===== src/design/servo_limit_pkg.sv =====
package servo_limit_pkg;

  localparam int ADDR_W = 8;
  localparam int DATA_W = 32;
  localparam int AIN_W  = 18;
  localparam int ST_W   = 3;

  typedef logic signed [19:0] speed_t;

  typedef struct packed {
    speed_t pos;
    speed_t neg;
  } limit_pair_t;

  typedef struct packed {
    logic sel1;
    logic sel0;
    logic inhibit;
    logic servo_on;
    logic supply_ok;
  } pins_t;

  typedef enum logic [1:0] {
    DRV_OFF,
    DRV_READY,
    DRV_SUSPENDED
  } drive_state_t;

  // Register byte offsets.
  localparam logic [7:0] ADDR_CTRL      = 8'h00;
  localparam logic [7:0] ADDR_STATUS    = 8'h04;
  localparam logic [7:0] ADDR_MASK      = 8'h08;
  localparam logic [7:0] ADDR_HYST      = 8'h0c;
  localparam logic [7:0] ADDR_OVR_POS   = 8'h10;
  localparam logic [7:0] ADDR_OVR_NEG   = 8'h14;
  localparam logic [7:0] ADDR_INT_POS0  = 8'h18;
  localparam logic [7:0] ADDR_INT_NEG0  = 8'h24;
  localparam logic [7:0] ADDR_SCALE     = 8'h30;
  localparam logic [7:0] ADDR_OFFSET    = 8'h34;
  localparam logic [7:0] ADDR_STATE     = 8'h38;
  localparam logic [7:0] ADDR_ACT_POS   = 8'h3c;
  localparam logic [7:0] ADDR_ACT_NEG   = 8'h40;
  localparam logic [7:0] ADDR_STEP      = 8'h04;

  // Field positions.
  localparam int CTRL_PULSE_BIT    = 0;
  localparam int CTRL_COMPOUND_BIT = 1;
  localparam int ST_FAULT_BIT      = 0;
  localparam int ST_ALARM_BIT      = 1;
  localparam int ST_LOAD_BIT       = 2;

  // Limit source codes, sel1:sel0.
  localparam logic [1:0] SEL_INT1 = 2'h0;
  localparam logic [1:0] SEL_EXT  = 2'h1;
  localparam logic [1:0] SEL_INT2 = 2'h2;
  localparam logic [1:0] SEL_INT3 = 2'h3;

  // Ranges and reset values, rpm or units of 0.1 mV.
  localparam speed_t SPEED_MAX    = 20'sh33450;
  localparam speed_t SPEED_MIN    = -20'sh33450;
  localparam speed_t SCALE_MIN    = 20'sh00006;
  localparam speed_t SCALE_RESET  = 20'sh00bb8;
  localparam speed_t OFFSET_MAX   = 20'sh01388;
  localparam speed_t OFFSET_MIN   = -20'sh01388;
  localparam speed_t OFFSET_RESET = 20'sh00000;
  localparam speed_t HYST_RESET   = 20'sh00000;
  localparam speed_t ZERO_SPEED   = 20'sh00000;
  localparam logic [40:0] FULL_SCALE = 41'h000000186a0;

endpackage


===== src/design/pin_sync.sv =====
`timescale 1ns/100ps
`default_nettype none
module pin_sync #(
  parameter int W = 5
) (
  input  wire logic         clk,    // Core clock.
  input  wire logic         srst,   // Synchronous reset.
  input  wire logic [W-1:0] d,      // Asynchronous pin levels.
  output var  logic [W-1:0] q       // Synchronised levels.
);

  logic [W-1:0] meta_q;

  always_ff @(posedge clk) begin
    if (srst) begin
      meta_q <= '0;
      q      <= '0;
    end else begin
      meta_q <= d;
      q      <= meta_q;
    end
  end

endmodule
`default_nettype wire


===== src/design/ext_limit_scale.sv =====
`timescale 1ns/100ps
`default_nettype none
module ext_limit_scale (
  input  wire logic                    clk,      // Core clock.
  input  wire logic                    srst,     // Synchronous reset.
  input  wire logic signed [17:0]      ain,      // Analog level, 0.1 mV.
  input  wire servo_limit_pkg::speed_t offset,   // Offset, 0.1 mV.
  input  wire servo_limit_pkg::speed_t scaling,  // Rpm at 10 V.
  output var  servo_limit_pkg::speed_t limit_q   // External limit, rpm.
);

  logic signed [20:0] sum;
  logic [40:0]        prod;
  logic [40:0]        quo;

  // A negative corrected level gives a zero limit rather than a flipped one.
  always_comb begin
    sum  = 21'(ain) + 21'(offset);
    prod = sum[20] ? '0 : 41'(sum[19:0]) * 41'(scaling[19:0]);
    quo  = prod / servo_limit_pkg::FULL_SCALE;
  end

  always_ff @(posedge clk) begin
    if (srst) begin
      limit_q <= servo_limit_pkg::ZERO_SPEED;
    end else if (quo > 41'(servo_limit_pkg::SPEED_MAX)) begin
      limit_q <= servo_limit_pkg::SPEED_MAX;
    end else begin
      limit_q <= servo_limit_pkg::speed_t'(quo[19:0]);
    end
  end
endmodule
`default_nettype wire


===== src/design/servo_speed_limit_select.sv =====
// Function
// - Inhibit high blocks pulse setpoint, low passes.
// - Inhibit honoured only while servo-on is off.
// - Active inhibit in pulse modes raises alarm.
// - Select inputs choose one of four limits.
// - Selection works always, also while running.
// - Fault when speed leaves limit plus hysteresis.
// - Overall limit bounds, reset to extremes.
// - Three internal limit pairs, reset to extremes.
// - Commissioning loads motor maximum into limits.
// - Analog 10 V equals scaling setting.
// - Programmable offset added to analog input.
// - External limit resumes after supply return.
// - Servo-on rise powers up, fall coasts.
`timescale 1ns/100ps
`default_nettype none
module servo_speed_limit_select (
  input  wire logic                    CORE_CLK,         // 50 MHz clock.
  input  wire logic                    SRST,             // Sync reset.
  input  wire logic [7:0]              ADDR,             // Byte address.
  input  wire logic [31:0]             WDATA,            // Write data.
  input  wire logic                    WR,               // Write strobe.
  input  wire logic                    RD,               // Read strobe.
  output var  logic [31:0]             RDATA,            // Read data.
  input  wire logic                    PULSE_INHIBIT_IN, // Inhibit pin.
  input  wire logic                    SERVO_ON_IN,      // Servo-on pin.
  input  wire logic                    SPEED_LIMIT_SEL0, // Select pin 0.
  input  wire logic                    SPEED_LIMIT_SEL1, // Select pin 1.
  input  wire logic                    SUPPLY_OK_IN,     // Control supply.
  input  wire logic                    COMMISSION_DONE,  // One-cycle pulse.
  input  wire servo_limit_pkg::speed_t MOTOR_MAX_SPEED,  // Motor max, rpm.
  input  wire servo_limit_pkg::speed_t SPEED_SETPOINT,   // Raw setpoint.
  input  wire servo_limit_pkg::speed_t ACTUAL_SPEED,     // Measured speed.
  input  wire logic signed [17:0]      AIN1_LEVEL,       // Analog, 0.1 mV.
  output var  servo_limit_pkg::speed_t SPEED_CMD,        // Clamped setpoint.
  output var  logic                    PULSE_ENABLE,     // Pulses accepted.
  output var  logic                    POWER_ON,         // Power circuit.
  output var  logic                    INHIBIT_ALARM,    // Inhibit alarm.
  output var  logic                    SPEED_FAULT,      // Overspeed fault.
  output var  logic                    IRQ               // Interrupt.
);

  servo_limit_pkg::pins_t       pins;
  servo_limit_pkg::drive_state_t drive_q;
  servo_limit_pkg::speed_t      hyst_q;
  servo_limit_pkg::speed_t      scale_q;
  servo_limit_pkg::speed_t      offset_q;
  servo_limit_pkg::speed_t      ext_lim;
  servo_limit_pkg::speed_t      int_pos_q [3];
  servo_limit_pkg::speed_t      int_neg_q [3];
  servo_limit_pkg::limit_pair_t overall_q;
  servo_limit_pkg::limit_pair_t src_mux;
  servo_limit_pkg::limit_pair_t src_lim_q;
  servo_limit_pkg::limit_pair_t act_lim_q;
  logic [1:0]                   ctrl_q;
  logic [2:0]                   status_q;
  logic [2:0]                   status_set;
  logic [2:0]                   mask_q;
  logic                         son_prev_q;
  logic                         son_rise;
  logic                         son_fall;
  logic                         inhibit_eff;
  logic                         fault_cond;
  logic signed [20:0]           hi_bound;
  logic signed [20:0]           lo_bound;
  logic [31:0]                  rd_d;

  // Keeps a value inside a closed range, used for writes and the setpoint.
  function automatic servo_limit_pkg::speed_t fit(
    input logic signed [31:0]      v,
    input servo_limit_pkg::speed_t lo,
    input servo_limit_pkg::speed_t hi
  );
    if (v < 32'(lo)) begin
      return lo;
    end else if (v > 32'(hi)) begin
      return hi;
    end
    return servo_limit_pkg::speed_t'(v[19:0]);
  endfunction

  pin_sync #(
    .W (5)
  ) u_sync (
    .clk  (CORE_CLK),
    .srst (SRST),
    .d    ({SPEED_LIMIT_SEL1, SPEED_LIMIT_SEL0, PULSE_INHIBIT_IN,
            SERVO_ON_IN, SUPPLY_OK_IN}),
    .q    (pins)
  );

  ext_limit_scale u_scale (
    .clk     (CORE_CLK),
    .srst    (SRST),
    .ain     (AIN1_LEVEL),
    .offset  (offset_q),
    .scaling (scale_q),
    .limit_q (ext_lim)
  );

  assign son_rise    = pins.servo_on & ~son_prev_q;
  assign son_fall    = ~pins.servo_on & son_prev_q;
  assign inhibit_eff = pins.inhibit & ~pins.servo_on;

  // Drive sequencing. A supply loss while the external limit is selected
  // parks the drive so that it restarts without a new servo-on edge.
  always_ff @(posedge CORE_CLK) begin
    if (SRST) begin
      son_prev_q <= 1'b0;
      drive_q    <= servo_limit_pkg::DRV_OFF;
    end else begin
      son_prev_q <= pins.servo_on;
      case (drive_q)
        servo_limit_pkg::DRV_OFF: begin
          if (son_rise && pins.supply_ok) begin
            drive_q <= servo_limit_pkg::DRV_READY;
          end
        end
        servo_limit_pkg::DRV_READY: begin
          if (!pins.supply_ok) begin
            drive_q <= ({pins.sel1, pins.sel0} == servo_limit_pkg::SEL_EXT)
                       ? servo_limit_pkg::DRV_SUSPENDED
                       : servo_limit_pkg::DRV_OFF;
          end else if (son_fall) begin
            drive_q <= servo_limit_pkg::DRV_OFF;
          end
        end
        servo_limit_pkg::DRV_SUSPENDED: begin
          if (!pins.servo_on) begin
            drive_q <= servo_limit_pkg::DRV_OFF;
          end else if (pins.supply_ok) begin
            drive_q <= servo_limit_pkg::DRV_READY;
          end
        end
        default: drive_q <= servo_limit_pkg::DRV_OFF;
      endcase
    end
  end

  always_ff @(posedge CORE_CLK) begin
    if (SRST) begin
      POWER_ON      <= 1'b0;
      PULSE_ENABLE  <= 1'b0;
      INHIBIT_ALARM <= 1'b0;
    end else begin
      POWER_ON      <= (drive_q == servo_limit_pkg::DRV_READY);
      PULSE_ENABLE  <= ctrl_q[servo_limit_pkg::CTRL_PULSE_BIT] &&
                       (drive_q == servo_limit_pkg::DRV_READY) &&
                       !inhibit_eff;
      INHIBIT_ALARM <= (ctrl_q[servo_limit_pkg::CTRL_PULSE_BIT] ||
                        ctrl_q[servo_limit_pkg::CTRL_COMPOUND_BIT]) &&
                       inhibit_eff;
    end
  end

  // Source selection is not gated by mode or drive state.
  always_comb begin
    case ({pins.sel1, pins.sel0})
      servo_limit_pkg::SEL_INT1: src_mux = '{int_pos_q[0], int_neg_q[0]};
      servo_limit_pkg::SEL_EXT:  src_mux = '{ext_lim, -ext_lim};
      servo_limit_pkg::SEL_INT2: src_mux = '{int_pos_q[1], int_neg_q[1]};
      servo_limit_pkg::SEL_INT3: src_mux = '{int_pos_q[2], int_neg_q[2]};
      default:                   src_mux = '{int_pos_q[0], int_neg_q[0]};
    endcase
  end

  always_ff @(posedge CORE_CLK) begin
    if (SRST) begin
      src_lim_q <= '{servo_limit_pkg::SPEED_MAX, servo_limit_pkg::SPEED_MIN};
      act_lim_q <= '{servo_limit_pkg::SPEED_MAX, servo_limit_pkg::SPEED_MIN};
      SPEED_CMD <= servo_limit_pkg::ZERO_SPEED;
    end else begin
      src_lim_q     <= src_mux;
      act_lim_q.pos <= (src_lim_q.pos < overall_q.pos) ? src_lim_q.pos
                       : overall_q.pos;
      act_lim_q.neg <= (src_lim_q.neg > overall_q.neg) ? src_lim_q.neg
                       : overall_q.neg;
      SPEED_CMD     <= fit(32'(SPEED_SETPOINT), act_lim_q.neg,
                           act_lim_q.pos);
    end
  end

  assign hi_bound   = 21'(act_lim_q.pos) + 21'(hyst_q);
  assign lo_bound   = 21'(act_lim_q.neg) - 21'(hyst_q);
  assign fault_cond = (21'(ACTUAL_SPEED) > hi_bound) ||
                      (21'(ACTUAL_SPEED) < lo_bound);

  always_ff @(posedge CORE_CLK) begin
    if (SRST) begin
      SPEED_FAULT <= 1'b0;
      IRQ         <= 1'b0;
    end else begin
      SPEED_FAULT <= fault_cond;
      IRQ         <= |(status_q & mask_q);
    end
  end

  // Parameter registers. Commissioning wins over a write in the same cycle
  // because the motor maximum must not be lost.
  always_ff @(posedge CORE_CLK) begin
    if (SRST) begin
      overall_q <= '{servo_limit_pkg::SPEED_MAX, servo_limit_pkg::SPEED_MIN};
      int_pos_q <= '{default: servo_limit_pkg::SPEED_MAX};
      int_neg_q <= '{default: servo_limit_pkg::SPEED_MIN};
    end else if (COMMISSION_DONE) begin
      overall_q <= '{MOTOR_MAX_SPEED, -MOTOR_MAX_SPEED};
      int_pos_q <= '{default: MOTOR_MAX_SPEED};
      int_neg_q <= '{default: -MOTOR_MAX_SPEED};
    end else if (WR) begin
      if (ADDR == servo_limit_pkg::ADDR_OVR_POS) begin
        overall_q.pos <= fit(WDATA, servo_limit_pkg::ZERO_SPEED,
                             servo_limit_pkg::SPEED_MAX);
      end
      if (ADDR == servo_limit_pkg::ADDR_OVR_NEG) begin
        overall_q.neg <= fit(WDATA, servo_limit_pkg::SPEED_MIN,
                             servo_limit_pkg::ZERO_SPEED);
      end
      for (int i = 0; i < 3; i++) begin
        if (ADDR == servo_limit_pkg::ADDR_INT_POS0 +
                    8'(i) * servo_limit_pkg::ADDR_STEP) begin
          int_pos_q[i] <= fit(WDATA, servo_limit_pkg::ZERO_SPEED,
                              servo_limit_pkg::SPEED_MAX);
        end
        if (ADDR == servo_limit_pkg::ADDR_INT_NEG0 +
                    8'(i) * servo_limit_pkg::ADDR_STEP) begin
          int_neg_q[i] <= fit(WDATA, servo_limit_pkg::SPEED_MIN,
                              servo_limit_pkg::ZERO_SPEED);
        end
      end
    end
  end

  always_ff @(posedge CORE_CLK) begin
    if (SRST) begin
      ctrl_q   <= 2'h0;
      mask_q   <= 3'h0;
      hyst_q   <= servo_limit_pkg::HYST_RESET;
      scale_q  <= servo_limit_pkg::SCALE_RESET;
      offset_q <= servo_limit_pkg::OFFSET_RESET;
    end else if (WR) begin
      case (ADDR)
        servo_limit_pkg::ADDR_CTRL: ctrl_q <= WDATA[1:0];
        servo_limit_pkg::ADDR_MASK: mask_q <= WDATA[2:0];
        servo_limit_pkg::ADDR_HYST: hyst_q <= fit(WDATA,
          servo_limit_pkg::ZERO_SPEED, servo_limit_pkg::SPEED_MAX);
        servo_limit_pkg::ADDR_SCALE: scale_q <= fit(WDATA,
          servo_limit_pkg::SCALE_MIN, servo_limit_pkg::SPEED_MAX);
        servo_limit_pkg::ADDR_OFFSET: offset_q <= fit(WDATA,
          servo_limit_pkg::OFFSET_MIN, servo_limit_pkg::OFFSET_MAX);
        default: ;
      endcase
    end
  end

  // Sticky events; a set in the clearing cycle survives the clear.
  assign status_set = {COMMISSION_DONE, INHIBIT_ALARM, SPEED_FAULT};

  always_ff @(posedge CORE_CLK) begin
    if (SRST) begin
      status_q <= 3'h0;
    end else if (WR && ADDR == servo_limit_pkg::ADDR_STATUS) begin
      status_q <= (status_q & ~WDATA[2:0]) | status_set;
    end else begin
      status_q <= status_q | status_set;
    end
  end

  always_comb begin
    rd_d = 32'h0;
    case (ADDR)
      servo_limit_pkg::ADDR_CTRL:    rd_d = {30'h0, ctrl_q};
      servo_limit_pkg::ADDR_STATUS:  rd_d = {29'h0, status_q};
      servo_limit_pkg::ADDR_MASK:    rd_d = {29'h0, mask_q};
      servo_limit_pkg::ADDR_HYST:    rd_d = 32'(hyst_q);
      servo_limit_pkg::ADDR_OVR_POS: rd_d = 32'(overall_q.pos);
      servo_limit_pkg::ADDR_OVR_NEG: rd_d = 32'(overall_q.neg);
      servo_limit_pkg::ADDR_SCALE:   rd_d = 32'(scale_q);
      servo_limit_pkg::ADDR_OFFSET:  rd_d = 32'(offset_q);
      servo_limit_pkg::ADDR_STATE:   rd_d = {25'h0, pins.sel1, pins.sel0,
                                             pins.servo_on, pins.inhibit,
                                             pins.supply_ok, drive_q};
      servo_limit_pkg::ADDR_ACT_POS: rd_d = 32'(act_lim_q.pos);
      servo_limit_pkg::ADDR_ACT_NEG: rd_d = 32'(act_lim_q.neg);
      default: begin
        for (int i = 0; i < 3; i++) begin
          if (ADDR == servo_limit_pkg::ADDR_INT_POS0 +
                      8'(i) * servo_limit_pkg::ADDR_STEP) begin
            rd_d = 32'(int_pos_q[i]);
          end
          if (ADDR == servo_limit_pkg::ADDR_INT_NEG0 +
                      8'(i) * servo_limit_pkg::ADDR_STEP) begin
            rd_d = 32'(int_neg_q[i]);
          end
        end
      end
    endcase
  end

  always_ff @(posedge CORE_CLK) begin
    if (SRST) begin
      RDATA <= 32'h0;
    end else begin
      RDATA <= RD ? rd_d : 32'h0;
    end
  end
endmodule
`default_nettype wire


===== config.mk =====
export PLATFORM = sky130hd
export DESIGN_NAME = servo_speed_limit_select
export DESIGN_NICKNAME = d
export VERILOG_FILES = /design/src/design/servo_limit_pkg.sv /design/src/design/pin_sync.sv /design/src/design/ext_limit_scale.sv /design/src/design/servo_speed_limit_select.sv
export SDC_FILE = /design/constraint.sdc
export NUM_CORES = 2
export LEC_CHECK = 0
export BUFFER_PORTS_ARGS = -buffer_cell sky130_fd_sc_hd__clkbuf_2
export CAP_MARGIN = 30
export CORE_MARGIN = 3
export CORE_UTILIZATION = 30
export DETAILED_ROUTE_END_ITERATION = 12
export MAX_ROUTING_LAYER = met4
export PLACE_DENSITY = 0.47
export SLEW_MARGIN = 20
export SYNTH_ARGS = -nofsm -noshare
export SYNTH_HDL_FRONTEND = slang
export SYNTH_SLANG_ARGS = --single-unit

===== constraint.sdc =====
create_clock -name CORE_CLK -period 34.9 [get_ports CORE_CLK]
set_clock_uncertainty 0.1 [all_clocks]
set_input_delay 0 -clock CORE_CLK [delete_from_list [all_inputs] [get_ports CORE_CLK]]
set_output_delay 0 -clock CORE_CLK [all_outputs]
set_load 0.05 [all_outputs]

## Word level (Yosys, flattened, before mapping)

Index checks and enable logic that the tools add are counted.

| storage, ports and cells | value |
|---|---|
| bits in registers | 398 |
| logic and storage cells | 230 |

| cells by class | value |
|---|---|
| add/subtract/negate cells | 5 |
| multiply operators | 1 |
| div/mod/pow operators | 1 |
| $lt $le $gt $ge | 14 |
| eq/ne operators | 24 |
| muxes and demuxes | 106 |
| bitwise operators | 11 |
| reductions and logical operators | 37 |

Operators by type and width:

| kind | number |
|---|---|
| 20-bit 2-to-1 mux | 31 |
| 32-bit case mux with 11 select lines | 1 |
| 60-bit 2-to-1 mux | 4 |
| 32-bit 2-to-1 mux | 6 |
| 40-bit case mux with 4 select lines | 1 |
| 40-bit 2-to-1 mux | 2 |
| 8-bit by 6-bit == test with 1-bit output (second input constant) | 8 |
| 1-bit 2-to-1 mux | 51 |
| 41-bit by 17-bit divider with 41-bit output (second input constant) | 1 |
| 41-bit by 18-bit > comparator with 1-bit output (second input constant) | 1 |
| 21-bit by 20-bit multiplier with 41-bit output | 1 |
| 41-bit 2-to-1 mux | 1 |
| 20-bit > comparator | 2 |
| 20-bit less-than comparator | 2 |
| 20-bit negator | 2 |
| 8-bit by 5-bit == test with 1-bit output (second input constant) | 4 |
| 32-bit by 1-bit > comparator with 1-bit output (second input constant) | 1 |
| 32-bit by 14-bit > comparator with 1-bit output (second input constant) | 1 |
| 32-bit by 19-bit > comparator with 1-bit output (second input constant) | 1 |
| 32-bit by 1-bit less-than comparator with 1-bit output (second input constant) | 1 |
| 32-bit by 14-bit less-than comparator with 1-bit output (second input constant) | 1 |
| 32-bit by 19-bit less-than comparator with 1-bit output (second input constant) | 1 |
| 32-bit by 4-bit less-than comparator with 1-bit output (second input constant) | 1 |
| 2-bit AND reduction | 13 |
| other kinds (30) | 61 |

## Logic depth before layout (Yosys ltp)

| depth | value |
|---|---|
| depth in word-level cells | 11 |
| mapped depth | 141 |

## Hierarchy

From an unflattened synthesis, not the netlist that was laid out.

| unflattened totals | value |
|---|---|
| cell total of the unflattened synthesis | 6,431 |
| area, all modules | 51,440.6 µm² |

Modules (own cells, without submodules):

| module | instances | cells an instance | area an instance (µm²) |
|---|---|---|---|
| ext_limit_scale | 1 | 3,955 | 30,325.3 |
| servo_speed_limit_select | 1 | 2,456 | 20,852.5 |
| pin_sync | 1 | 20 | 262.8 |

## Worst setup path after synthesis

Ideal clock, no wire load.

| timing | value |
|---|---|
| kind | register to register |
| start point | reg offset_q[1] |
| end point | reg u_scale.limit_q[10] |
| setup time | 0.068 ns |
| data arrival time | 29.789 ns |
| data required time | 34.732 ns |
| path slack | 4.943 ns |
| stages on the path, launching flop included | 125 |
| buffers on the path | 11 |
| clock period less this slack | 29.957 ns |
| cells stage by stage | dfxtp_1 ha_1 a21o_1 a21oi_1 o21bai_1 a21oi_1 o21bai_1 a21oi_1 o21bai_1 a21oi_1 o21bai_1 a21oi_1 o21ai_0 a21oi_1 o21bai_1 a21oi_1 o21bai_1 a21oi_1 (+89 left out) o41ai_1 a21o_1 o211ai_1 a311oi_4 mux2i_1 nor4b_4 nor4_2 a311oi_2 and3_1 a211o_2 xnor2_2 o31a_4 o21bai_2 a221oi_1 o21ai_1 a32o_1 a31o_2 a21oi_2 |

| between the ends | value |
|---|---|
| cells in the longest elaborated chain, start to end | 6 |

Ends and longest elaborated chain:

| element | RTL line | RTL |
|---|---|---|
| from (decl) | servo_speed_limit_select.sv:47 | `servo_limit_pkg::speed_t offset_q;` |
| from (signal assigned) | servo_speed_limit_select.sv:239 | `offset_q <= servo_limit_pkg::OFFSET_RESET;` |
| from (signal assigned) | servo_speed_limit_select.sv:248 | `servo_limit_pkg::ADDR_OFFSET: offset_q <= fit(WDATA,` |
| 18-bit by 20-bit adder with 21-bit output * | ext_limit_scale.sv:18 | `sum = 21'(ain) + 21'(offset);` |
| 21-bit by 20-bit multiplier with 41-bit output | ext_limit_scale.sv:19 | `prod = sum[20] ? '0 : 41'(sum[19:0]) * 41'(scaling[19:0]);` |
| 41-bit 2-to-1 mux * | ext_limit_scale.sv:19 |  |
| 41-bit by 17-bit divider with 41-bit output * | ext_limit_scale.sv:20 | `quo = prod / servo_limit_pkg::FULL_SCALE;` |
| 41-bit by 18-bit > comparator with 1-bit output | ext_limit_scale.sv:26 | `end else if (quo > 41'(servo_limit_pkg::SPEED_MAX)) begin` |
| 18-bit 2-to-1 mux * | ext_limit_scale.sv:26 |  |
| to (signal assigned) | ext_limit_scale.sv:25 | `limit_q <= servo_limit_pkg::ZERO_SPEED;` |
| to (signal assigned) | ext_limit_scale.sv:27 | `limit_q <= servo_limit_pkg::SPEED_MAX;` |
| to (signal assigned) | ext_limit_scale.sv:29 | `limit_q <= servo_limit_pkg::speed_t'(quo[19:0]);` |
| to (decl) | ext_limit_scale.sv:9 | `output var servo_limit_pkg::speed_t limit_q` |

Every way passes the cells marked *; elsewhere a longest branch is shown, timed or not.
A chain may end at the register's enable or synchronous reset.

## Worst setup path after layout

| timing | value |
|---|---|
| start point | reg offset_q[1] |
| end point | reg u_scale.limit_q[5] |

| between the ends | value |
|---|---|
| cells in the longest elaborated chain, start to end | 6 |

Ends and longest elaborated chain:

| element | RTL line |
|---|---|
| 18-bit by 20-bit adder with 21-bit output * | ext_limit_scale.sv:18 |
| 21-bit by 20-bit multiplier with 41-bit output | ext_limit_scale.sv:19 |
| 41-bit 2-to-1 mux * | ext_limit_scale.sv:19 |
| 41-bit by 17-bit divider with 41-bit output * | ext_limit_scale.sv:20 |
| 41-bit by 18-bit > comparator with 1-bit output | ext_limit_scale.sv:26 |
| 2-bit OR reduction (no source line) | - |

Marks and branches as above.

==> summary.md <==
| Metric | Value |
|---|---|
| Flip-flop and latch area | approximately 7700 um2 |
| CTS tree | built |
| Slowest CP cell | or4_1 |
| Final setup vio count | 0 |
| Post-synth top area share | ~15% |
| Cells after synthesis | 6316 |
| Critical path required time | approximately 35000 ps |
| Register area share after synthesis | 15.3% |
| Final net count | 7263 |
| Crit start category | register |
| CP max FO | 21 |
| Clock Latency Late Sink | 630 ps |
| Initial antenna violation count | 11 |
| Final Hold Vio Count | 0 |
| WP buf/inv | 16 |
| Multi-input logic area | just under 40000 um2 |
| DP Cell Count | around 8500 |
| Die Span X | roughly 420 um |
| Final ANT Viol Nets | 0 |
| Critical R2R Launch | offset_q[1] |
| Vias in the first global route | 46700 |
| Post-synth ARST share | 0% |
| Most frequent cells after synthesis | 573 x inv_1, 565 x nor2_1, 554 x nand2_1 |
| Setup WS pre-CTS | -30.7 ps |
| Syn avg cell area | between 8 and 9 um2 |
| Critical path origin | offset_q[1] |
| Hold crit path type | input pin to register |
| Crit-path leading delay family | compound AO/OA/AOI/OAI gates |
| Synth-to-layout area growth | 13.5% |
| Max H-tree Level | 2 |
| First-pass GRT wire length | 300 mm |
| Tmin final | 32970 ps |
| Final worst slack | 1930 ps |
| Top-count cell post-synth | inv_1 |
| EDFF count, synth | 0 |
| Largest net degree at the start of global routing | 208 |
| Data arrival, critical path | between 30000 and 40000 ps |
| First-pass DRT Iterations | 6 |
| Period utilisation layout | 94.5% |
| F_max | 30.3 MHz |
| Status | finished clean |
| Final Max Slew Viols | 0 |
| DR iter-0 viols | 4079 |
| Unique masters post-synth | 171 |
| Routability congestion estimate | approximately 0.93 |
| WL final | 197 mm |
| CP endpoint kind | register |
| Area contributors post-synth | dfxtp_1 15%, fa_1 13%, ha_1 8.7% |
| IO buf count | 184 |
| Die Y | between 400 and 500 um |
| Fill cell count | between 15000 and 20000 |
| FP Rows | 150 |
| Area leader, netlist | dfxtp_1 |
| #FFs+latches synth | 386 |
| Die area | 174000 um2 |
| Top_reg_cell synth | dfxtp_1 |
| Clock Sinks | about 390 |
| Core Region | about 170000 um2 |
| Yosys warns | 0 |
| Drt wl/cell | approximately 23 um |
| Root Driver | clkbuf_16 |
| Initial Utilization | 30.3% |
| Post-synthesis cell area | 50700 um2 |
| Worst-path clk slew | around 60 ps |
| Layout cells sized above 1 | 13.2% |
| Via count | 48300 |
| Final TNS setup | 0 ps |
| Gr usage total | a little under a quarter |
| DR vias/cell | 5.55 |
| GRT Residual Overflow | 0 |
| Largest stage delay, worst path | around 640 ps |
| CTS Buf Count | between 40 and 50 |
| Io pins | 185 |
| Max_slew headroom | between 20% and 30% |
| # DRC | 0 |
| Worst slew pin tran | 1190 ps |
| Clock Tree Buf Depth | 3 |
| MaxCap Viol Count | 0 |
| Worst hold start | MOTOR_MAX_SPEED[8] |
| Worst setup path category | register to register |
| Final Non-Filler Cells | 8699 |
| WHS | approximately 30 ps |
| Post-DP HPWL | 153 mm |
layout by cell type, fill, tap and decap left out, types with 153 or more instances in the layout:
cell and count:
a211oi_1 170, a21oi_1 344, and2_1 261, buf_4 185
clkbuf_2 182, dfxtp_1 383, fa_1 324, ha_1 354
inv_1 573, nand2_1 553, nand3_1 153, nor2_1 555
o21ai_0 172, xnor2_1 172
worst min-delay path, stage by stage:
cell and delay, ps:
clkbuf_2 160, a21oi_1 280, a211oi_1 230
sequential cells by signal, summed over array words and instances (netlist names), 3 cells and up:
signal,flops
act_lim_q,40
int_neg_q,60
RDATA,20
hyst_q,20
scale_q,20
SPEED_CMD,20
src_lim_q,40
int_pos_q,60
u_sync.meta_q,5
mask_q,3
offset_q,20
u_scale.limit_q,20
u_sync.q,5
overall_q,40
status_q,3
per-stage QoR:
| stage | instance area [um2] | utilization, % |
|---|---|---|
| finish | 57500 | 34.3 |
| global route | 57500 | 34.3 |
| CTS | 56500 | 33.7 |
| detailed placement | 53900 | 32.2 |
| global placement | 53800 | 32.2 |
| floorplan | 50700 | - |
cell families (layout without fill, tap and decap cells):
family | after synthesis | count (layout) | share of synthesized area [%]
other | 1 | 5 | 0.00740
adders and majority gates | 696 | 696 | 21.9
xor gates and xnor gates | 262 | 262 | 4.87
AOI/OAI and AO/OA | 1668 | 1668 | 24.3
and+or+nand+nor | 2198 | 2198 | 21.7
buffers and inverters | 953 | 1128 | 7.70
DFF | 386 | 386 | 15.3
muxes | 152 | 152 | 4.29
area by class of cell:
cell class / instances / share of cell area [%]
multi-input combinational: 4978 / 69.2
sequential: 386 / 13.4
timing repair buffer: 467 / 5.86
tap: 2204 / 4.80
inverter: 575 / 3.75
clock buffer: 67 / 2.37
clock inverter: 19 / 0.579
antenna: 3 / 0.0131
path summary, 6_finish.rpt:
path,cells past startpoint,endpoint,slack [ps]
max,125,u_scale.limit_q[5],1930
min reg2reg,1,u_sync.q[4],340
max reg2reg,125,u_scale.limit_q[5],1930
min,3,int_pos_q[48],30
repair_timing:
action	4_1_cts	5_1_grt
endpoints found under the setup margin	14	17
endpoints found under the hold margin	206	0
setup buffers	0	40
pin swaps	0	24
hold buffers	85	0
resized for setup	1	110
layer usage:
layer | GRT usage [%] | vias to the layer above | wire, um
li1 | - | 22700 | -
met1 | 31.3 | 23800 | 90900
met2 | 35.6 | 1527 | 89000
met3 | 2.38 | 238 | 11100
met4 | 5.54 | 0 | 5920
met5 | - | - | 0
Power is left out: the tool's default activity adds up to more than one toggle a clock period on the data nets, which glitch-free logic cannot reach.
